<file path="config.mk">
export PLATFORM = sky130hd
export DESIGN_NAME = tmf_marker_in_flat
export DESIGN_NICKNAME = d
export VERILOG_FILES = /design/src/hw/tmf_pkg.sv /design/src/hw/tmf_link_if.sv /design/src/hw/tmf_marker_in.sv /design/src/flat_wrapper.sv
export VERILOG_INCLUDE_DIRS = /design/src /design/src/hw
export SDC_FILE = /design/constraint.sdc
export NUM_CORES = 1
export LEC_CHECK = 0
export BUFFER_PORTS_ARGS = -buffer_cell sky130_fd_sc_hd__buf_4
export CAP_MARGIN = 30
export CORE_AREA = 2 2 39 41
export CTS_BUF_LIST = sky130_fd_sc_hd__clkbuf_16
export CTS_CLUSTER_DIAMETER = 60
export DETAILED_ROUTE_END_ITERATION = 8
export DIE_AREA = 0 0 41 43
export GPL_TIMING_DRIVEN = 1
export SLEW_MARGIN = 20
export SYNTH_ARGS = -nofsm -noshare
export SYNTH_HDL_FRONTEND = slang
export SYNTH_SLANG_ARGS = --single-unit
</file>
<file path="constraint.sdc">
create_clock -name clk_in -period 1.2 [get_ports clk_in]
set_input_delay 0.18 -clock clk_in [delete_from_list [all_inputs] [get_ports clk_in]]
set_output_delay 0.18 -clock clk_in [all_outputs]
set_load 0.005 [all_outputs]
</file>
<file path="src/hw/tmf_defs.svh">
/*
 * Constants for the stream-three tributary multiframe marker link:
 * multiframe length and frame index encodings.
 * Assumes inclusion by bare name from package and modules.
 */
`ifndef TMF_DEFS_SVH
`define TMF_DEFS_SVH

`define TMF_FRAMES_PER_MF   4
`define TMF_FRAME_IDX_W     2
`define TMF_FIRST_FRAME     2'h0
`define TMF_LAST_FRAME      2'h3
`define TMF_DATA_W          8

`endif

</file>
<file path="src/hw/tmf_pkg.sv">
/*
 * Types shared by both ends of the multiframe marker link.
 * Assumes tmf_defs.svh is on the include path.
 */
`include "tmf_defs.svh"

package tmf_pkg;
    typedef logic [`TMF_FRAME_IDX_W-1:0] frame_idx_t;
    typedef logic [`TMF_DATA_W-1:0]      lane_byte_t;
    typedef enum logic [1:0] {
        pos_other,
        pos_h4,
        pos_j1_plus3
    } byte_pos_e;
endpackage

</file>
<file path="src/hw/tmf_link_if.sv">
/*
 * Interface joining the upstream framer (stream three) and the payload
 * processor's marker input. Assumes one shared clock, driven by the bench.
 */
`timescale 1ns/1ns

interface tmf_link_if (
    input wire logic clk_in
);
    import tmf_pkg::*;
    logic       incoming_multiframe_marker_3;
    lane_byte_t incoming_data_lane_three;
    logic       byte_is_h4;
    logic       byte_is_j1_plus3;
    logic       byte_valid;

    modport framer (
        output incoming_multiframe_marker_3,
        output incoming_data_lane_three,
        output byte_is_h4,
        output byte_is_j1_plus3,
        output byte_valid
    );
    modport processor (
        input incoming_multiframe_marker_3,
        input incoming_data_lane_three,
        input byte_is_h4,
        input byte_is_j1_plus3,
        input byte_valid
    );
endinterface

</file>
<file path="src/hw/tmf_marker_in.sv">
/*
 * Payload-processor end: tracks the tributary multiframe phase of stream
 * three from either the external marker or the H4 byte.
 * Assumes the framer flags H4 and third-byte-after-J1 positions on the
 * link and that all link signals are on clk_in.
 */
`timescale 1ns/1ns
`include "tmf_defs.svh"

module tmf_marker_in
    import tmf_pkg::*;
(
    // clock and reset
    input  wire logic       clk_in,
    input  wire logic       reset_in,
    // configuration
    input  wire logic       marker_input_enable_in,
    input  wire logic       marker_h4_position_select_in,
    input  wire logic       incoming_rate_mode_n_in,
    // link
    tmf_link_if.processor   link,
    // multiframe status
    output logic            multiframe_start_out,
    output frame_idx_t      frame_index_out,
    output logic            aligned_out
);
    frame_idx_t frame_index;
    frame_idx_t next_frame_index;
    logic       start_q;
    logic       next_start_q;
    logic       aligned;
    logic       next_aligned;
    logic       h4_first;
    logic       marker_hit;
    logic       at_h4;
    logic       at_j1;

    assign at_h4 = link.byte_valid && link.byte_is_h4;
    assign at_j1 = link.byte_valid && link.byte_is_j1_plus3;

    always_comb begin
        next_frame_index = frame_index;
        next_start_q     = 1'b0;
        next_aligned     = aligned;
        h4_first         = 1'b0;
        marker_hit       = 1'b0;
        // frame count advances on every H4 byte unless a marker hit or the H4 phase load below overrides it
        if (at_h4) begin
            next_frame_index = frame_index + 2'h1;
        end
        if (marker_input_enable_in) begin
            // stm-4 mode: the pin is unused, so its level never reaches alignment
            if (incoming_rate_mode_n_in) begin
                if (marker_h4_position_select_in) begin
                    marker_hit = at_h4 && link.incoming_multiframe_marker_3;
                end else begin
                    marker_hit = at_j1 && link.incoming_multiframe_marker_3;
                end
            end
            if (marker_hit) begin
                next_aligned = 1'b1;
                if (marker_h4_position_select_in) begin
                    // h4 marker announces the next frame is the first
                    next_frame_index = `TMF_LAST_FRAME;
                end else begin
                    next_frame_index = `TMF_FIRST_FRAME;
                    next_start_q     = 1'b1;
                end
            end
        end else if (at_h4) begin
            // h4 low two bits give the phase; value 3 precedes the first frame
            h4_first     = (link.incoming_data_lane_three[1:0] == `TMF_LAST_FRAME);
            next_aligned = 1'b1;
            next_frame_index = link.incoming_data_lane_three[1:0];
        end
        // first frame begins at the h4 that follows the last-frame h4; in j1+3
        // marker mode the marker itself gives the start, so no second pulse
        if (at_h4 && (frame_index == `TMF_LAST_FRAME) && aligned && !marker_hit
            && !(marker_input_enable_in && !marker_h4_position_select_in)) begin
            next_start_q = 1'b1;
        end
        if (h4_first) begin
            next_start_q = 1'b0;
        end
    end

    always_ff @(posedge clk_in) begin
        if (reset_in) begin
            frame_index <= `TMF_FIRST_FRAME;
            start_q     <= 1'b0;
            aligned     <= 1'b0;
        end else begin
            frame_index <= next_frame_index;
            start_q     <= next_start_q;
            aligned     <= next_aligned;
        end
    end

    assign multiframe_start_out = start_q;
    assign frame_index_out      = frame_index;
    assign aligned_out          = aligned;
endmodule

</file>
<file path="src/flat_wrapper.sv">
// flat-port wrapper written by rule: the top's interface ports become plain ports
module tmf_marker_in_flat import tmf_pkg::*;
  (clk_in, reset_in, marker_input_enable_in, marker_h4_position_select_in, incoming_rate_mode_n_in, multiframe_start_out, frame_index_out, aligned_out, link_incoming_multiframe_marker_3, link_incoming_data_lane_three, link_byte_is_h4, link_byte_is_j1_plus3, link_byte_valid);
  tmf_link_if link_i (.clk_in(clk_in));
  input  wire logic clk_in;
  input  wire logic reset_in;
  input  wire logic marker_input_enable_in;
  input  wire logic marker_h4_position_select_in;
  input  wire logic incoming_rate_mode_n_in;
  output logic multiframe_start_out;
  output frame_idx_t frame_index_out;
  output logic aligned_out;
  input wire logic [$bits(link_i.incoming_multiframe_marker_3)-1:0] link_incoming_multiframe_marker_3;
  input wire logic [$bits(link_i.incoming_data_lane_three)-1:0] link_incoming_data_lane_three;
  input wire logic [$bits(link_i.byte_is_h4)-1:0] link_byte_is_h4;
  input wire logic [$bits(link_i.byte_is_j1_plus3)-1:0] link_byte_is_j1_plus3;
  input wire logic [$bits(link_i.byte_valid)-1:0] link_byte_valid;
  assign link_i.incoming_multiframe_marker_3 = link_incoming_multiframe_marker_3;
  assign link_i.incoming_data_lane_three = link_incoming_data_lane_three;
  assign link_i.byte_is_h4 = link_byte_is_h4;
  assign link_i.byte_is_j1_plus3 = link_byte_is_j1_plus3;
  assign link_i.byte_valid = link_byte_valid;
  tmf_marker_in u_core (.clk_in(clk_in), .reset_in(reset_in), .marker_input_enable_in(marker_input_enable_in), .marker_h4_position_select_in(marker_h4_position_select_in), .incoming_rate_mode_n_in(incoming_rate_mode_n_in), .link(link_i), .multiframe_start_out(multiframe_start_out), .frame_index_out(frame_index_out), .aligned_out(aligned_out));
endmodule
</file>
* Word level (Yosys, flattened, before mapping)
Cells that the tools add are included.
Widths: inputs -> output; s select.
** Word-level totals
- Word-level logic and storage cells :: 40
- Flip-flop bits (word level) :: 4
- Output and inout bits :: 4
** Cells by class
- Add/sub/neg operators :: 1
- Reduce and logical (&&, ||, !) cells :: 15
- Equal/unequal tests :: 3
- Muxes and demuxes :: 18
** Operator list (count)
- $mux 1 :: 13
- $mux 2 :: 5
- $logic_and 1x1->1 :: 9
- $eq 2x2->1 const B :: 2
- $logic_not 1->1 :: 3
- $add 2x1->2 const B :: 1
- $ne 2x1->1 const B :: 1
- $reduce_and 2->1 :: 1
- $reduce_bool 2->1 :: 1
- $reduce_or 2->1 :: 1

* Depth between registers and ports, before layout
- Depth after elaboration :: 10
- Mapped depth :: 4
- Mapped depth without buffers :: 4

* Worst setup path before layout
Ideal clock, no wire load.
- Path type :: input port to flip-flop
- From :: input port link_byte_is_h4
- To :: register u_core.start_q, in the netlist u_core.multiframe_start_out
- Arrival time :: 1010 ps
- Data required time :: 1114 ps
- Stages on the path :: 4
- Path slack :: 103 ps
- Cells stage by stage :: buf_2 > mux2i_1 > or3_1 > a221oi_2
** On the way
- Cells in the longest elaborated chain, start to end :: 10
** Ends and longest elaborated chain
- start, declared :: RTL line flat_wrapper.sv:15 : input wire logic [$bits(link_i.byte_is_h4)-1:0] link_byte_is_h4;
- $logic_and 1x1->1 (*) :: RTL line tmf_marker_in.sv:38 : assign at_h4 = link.byte_valid && link.byte_is_h4;
- $logic_and 1x1->1 :: RTL line tmf_marker_in.sv:55 : marker_hit = at_h4 && link.incoming_multiframe_marker_3;
- $mux 1 :: RTL line tmf_marker_in.sv:54 : if (marker_h4_position_select_in) begin
- $mux 1 :: RTL line tmf_marker_in.sv:53 : if (incoming_rate_mode_n_in) begin
- $mux 1 (2 in series) :: RTL line tmf_marker_in.sv:51 : if (marker_input_enable_in) begin
- $logic_not 1->1 :: RTL line tmf_marker_in.sv:78 : if (at_h4 && (frame_index == `TMF_LAST_FRAME) && aligned && !marker_hit
- $logic_and 1x1->1 (2 in series) :: RTL line tmf_marker_in.sv:78
- $mux 1 :: RTL line tmf_marker_in.sv:78
- end signal, assigned :: RTL line tmf_marker_in.sv:94 : start_q <= next_start_q;
- end, declared :: RTL line tmf_marker_in.sv:29 : logic start_q;
Every way passes the cells marked *; elsewhere a longest branch is shown, timed or not. The select of a mux whose other input is x is not followed.
A chain may end at the register's enable or synchronous reset.

==> impl_metrics.prom <==
# TYPE chip_impl_metric gauge
chip_impl_metric{name="synth.lib_cells_used.distinct",unit=""} 22
chip_impl_info{name="synth_top_flop_cell",value="sky130_fd_sc_hd__dfxtp_1"} 1
chip_impl_metric{name="setup_slack",unit="ns"} 0.06433
chip_impl_metric{name="overall_via_count_from_detail_route",unit=""} 354
chip_impl_metric{name="design.die.area",unit="um2"} 1763
chip_impl_info{name="post_synth_most_frequent_cells",value="4 x sky130_fd_sc_hd__dfxtp_1, 3 x sky130_fd_sc_hd__a31oi_1, 3 x sky130_fd_sc_hd__or3_1"} 1
chip_impl_metric{name="synth-edff-count",unit=""} 0
chip_impl_info{name="cell_type_with_the_largest_total_area_after_synthesis",value="sky130_fd_sc_hd__dfxtp_1"} 1
chip_impl_metric{name="maxSlewHeadroom",unit="%"} 84.78
chip_impl_metric{name="floorplan.rows",unit=""} 14
chip_impl_info{name="clockRootBuffer",value="sky130_fd_sc_hd__clkbuf_16"} 1
chip_impl_metric{name="worstPathRequired",unit="ns"} 1.29
chip_impl_metric{name="place.port_buffers",unit=""} 14
chip_impl_metric{name="clk_path_buf_depth",unit=""} 2
chip_impl_metric{name="hold_viol_final",unit=""} 0
chip_impl_metric{name="synth_seq_area_share",unit="%"} 27.00
chip_impl_metric{name="die_h",unit="um"} 43
chip_impl_info{name="yosys.cell_count.top_type",value="sky130_fd_sc_hd__dfxtp_1"} 1
chip_impl_metric{name="cts-htree-levels",unit=""} 1
chip_impl_metric{name="final_min_period_over_clock_period",unit="%"} 94.64
chip_impl_metric{name="syn_area_per_cell",unit="um2"} 8.237
chip_impl_metric{name="timing.final.crit_period",unit="ns"} 1.136
chip_impl_info{name="start_kind",value="register"} 1
chip_impl_metric{name="global_route.overflow_total",unit=""} 0
chip_impl_metric{name="core_region_area",unit="um2"} 1384
chip_impl_metric{name="post-dp-hpwl",unit="um"} 573.6
chip_impl_metric{name="postSynthNetCount",unit=""} 54
chip_impl_metric{name="synth_top_cell_area_share",unit="%"} 27.00
chip_impl_metric{name="numCtsBuffers",unit=""} 3
chip_impl_metric{name="cp_slowest_stage_delay",unit="ns"} 0.32
chip_impl_metric{name="final-max-slew-violation-count",unit=""} 0
chip_impl_metric{name="max_clock_freq",unit="MHz"} 880.5
chip_impl_metric{name="io-pin-count",unit=""} 21
chip_impl_info{name="timing.critical_path.slowest_stage_cell",value="sky130_fd_sc_hd__dfxtp_2"} 1
chip_impl_metric{name="design.final.nets",unit=""} 74
chip_impl_metric{name="power",unit="mW"} 0.7548
chip_impl_metric{name="routability_congestion",unit=""} 0.7703
chip_impl_info{name="post_synth_main_area_contributors",value="sky130_fd_sc_hd__dfxtp_1 27%, sky130_fd_sc_hd__a31oi_1 6.3%, sky130_fd_sc_hd__or3_1 6.3%, sky130_fd_sc_hd__and4_1 5.9%, sky130_fd_sc_hd__a21boi_0 5.1%"} 1
chip_impl_metric{name="preCtsSetupSlack",unit="ns"} 0.05688
chip_impl_metric{name="setup-violations-final",unit=""} 0
chip_impl_metric{name="grt_pass1_wl",unit="mm"} 1.235
chip_impl_metric{name="antenna-diode-count",unit=""} 0
chip_impl_metric{name="finalWirelength",unit="um"} 725
chip_impl_metric{name="die_width",unit="um"} 41
chip_impl_metric{name="global_route.usage.total",unit="%"} 10.13
chip_impl_info{name="setup.worst_path.class",value="reg2reg"} 1
chip_impl_metric{name="clk_transition_reported_paths",unit="ns"} 0.03
chip_impl_metric{name="layout-drive-gt1-share",unit="%"} 40.74
chip_impl_metric{name="post_cts_hold_buffer_count",unit=""} 0
chip_impl_info{name="outcome",value="complete, no violations"} 1
chip_impl_info{name="worstPathCellList",value="ha_1 > and4_1 > o22ai_1 > a31oi_1"} 1
chip_impl_metric{name="ir_worst_vdd",unit="mV"} 0.4276
chip_impl_metric{name="max_slew.worst_pin.slew",unit="ns"} 0.2254
chip_impl_metric{name="initial_utilization",unit="%"} 21.43
chip_impl_metric{name="layout-area-overhead-vs-synth",unit="%"} 72.15
chip_impl_metric{name="antenna_found_initial",unit=""} 0
chip_impl_metric{name="timing.setup.tns",unit="ns"} 0
chip_impl_info{name="holdCritStartpoint",value="reset_in"} 1
chip_impl_metric{name="drt_pre_antenna_iters",unit=""} 4
chip_impl_metric{name="wl_per_cell",unit="um"} 10.36
chip_impl_info{name="cp_top_family",value="flip-flops"} 1
chip_impl_metric{name="clock_insertion_delay_worst_skew",unit="ns"} 0.22
chip_impl_metric{name="number_of_global_route_vias_before_repair",unit=""} 326
chip_impl_metric{name="cp.arrival",unit="ns"} 1.23
chip_impl_info{name="cts_tree",value="yes"} 1
chip_impl_metric{name="clkSinkCount",unit=""} 4
chip_impl_metric{name="synthesis.yosys.warnings",unit=""} 0
chip_impl_metric{name="worst-path-max-fanout",unit=""} 4
chip_impl_metric{name="synth.cell_area",unit="um2"} 296.5
chip_impl_info{name="rsz_0062_raised_after_global_routing",value="no"} 1
chip_impl_metric{name="cell_pwr_density",unit="nW/um2"} 1479
chip_impl_metric{name="detail_route_antenna_nets",unit=""} 0
chip_impl_metric{name="drv.max_cap_violation_count",unit=""} 0
chip_impl_info{name="timing.hold.worst.class",value="in2reg"} 1
chip_impl_metric{name="via_per_inst",unit=""} 5.057
chip_impl_info{name="end_kind",value="register"} 1
chip_impl_metric{name="count_of_state_elements_after_synthesis",unit=""} 4
chip_impl_metric{name="cp.buffers_inverters",unit=""} 0
chip_impl_metric{name="synthCells",unit=""} 36
chip_impl_metric{name="grt_max_degree",unit=""} 12
chip_impl_metric{name="route.detailed.drc",unit=""} 0
chip_impl_metric{name="fin_worst_skew",unit="ns"} 0.00007552
chip_impl_metric{name="power.leakage",unit="nW"} 0.2226
chip_impl_metric{name="drtIter0Drc",unit=""} 5
chip_impl_metric{name="ys_async_sr_fraction",unit="%"} 0
[cells in the final DEF (no fill, tap or decap), types with 2 or more instances in the layout]
cell type | Yosys | layout
sky130_fd_sc_hd__and4_1 | 2 | 2
sky130_fd_sc_hd__o21ai_0 | 2 | 2
sky130_fd_sc_hd__buf_4 | 0 | 17
sky130_fd_sc_hd__or2_1 | 2 | 2
sky130_fd_sc_hd__or3_1 | 3 | 3
sky130_fd_sc_hd__dfxtp_1 | 4 | 3
sky130_fd_sc_hd__nand4_1 | 2 | 2
sky130_fd_sc_hd__a21boi_0 | 2 | 2
sky130_fd_sc_hd__a31oi_1 | 3 | 3
sky130_fd_sc_hd__nand3_1 | 2 | 2
sky130_fd_sc_hd__clkbuf_16 | 0 | 3
[worst register-to-register path, stage by stage (launching register included)]
cell	delay (ns)
sky130_fd_sc_hd__dfxtp_2	0.32
sky130_fd_sc_hd__ha_1	0.29
sky130_fd_sc_hd__and4_1	0.19
sky130_fd_sc_hd__o22ai_1	0.10
sky130_fd_sc_hd__a31oi_1	0.10
[power by group]
group | leakage [nW] | total, mW | switching, mW | internal [mW]
clock | 0.0370 | 0.512 | 0.0865 | 0.425
sequential | 0.0331 | 0.148 | 0.00570 | 0.142
combinational | 0.153 | 0.0953 | 0.0414 | 0.0539
total | 0.223 | 0.755 | 0.134 | 0.621
[area by class of cell]
type | instances | area, um2
multi-input combinational | 29 | 202.7
timing repair buffer | 17 | 127.6
clock buffer | 3 | 75.07
tap | 16 | 20.02
inverter | 1 | 3.754
sequential | 4 | 81.33
fill | 149 | 873.3
[per-layer routing]
layer / track usage [%] / routed length [um]
met3: 1.047 / 90
met2: 13.44 / 318
met5: 0 / 0
met1: 14.10 / 316
met4: 8.000 / 0
[what timing repair did]
action	4_1_cts	5_1_grt
buffers inserted	0	0
gates resized for setup	0	1
setup endpoints to repair	0	1
[worst paths after layout]
kind / to / slack, ns / cells after the start
setup / recovery: u_core.frame_index_out[1]$_SDFF_PP0_ / 0.06 / 4
hold / removal: u_core.multiframe_start_out$_SDFF_PP0_ / 0.16 / 2
setup reg to reg: u_core.frame_index_out[1]$_SDFF_PP0_ / 0.06 / 4
hold reg to reg: u_core.aligned_out$_SDFFE_PP0P_ / 0.54 / 2
[logic make-up (layout without fill, tap and decap cells)]
kind of cell               Yosys count  in the layout  synth area share [%]
and+or+nand+nor                     16             16                 34.18
adders and majority gates            1              1                 4.219
muxes                                1              1                 3.376
DFF                                  4              4                 27.01
AOI/OAI and AO/OA                   11             11                 26.58
buffers and inverters                3             21                 4.640
[through the flow]
stage               utilization (%)  hold WS (ns)  cells  instance area [um2]
floorplan                         -        0.2462     36                296.5
global placement              31.37        0.3837     67                434.2
detailed placement            31.37        0.3847     67                434.2
CTS                           36.80        0.1525     70                509.2
global route                  36.89        0.1679     70                510.5
finish                        36.89        0.1554     70                510.5
(Power assumes the default switching activity.)
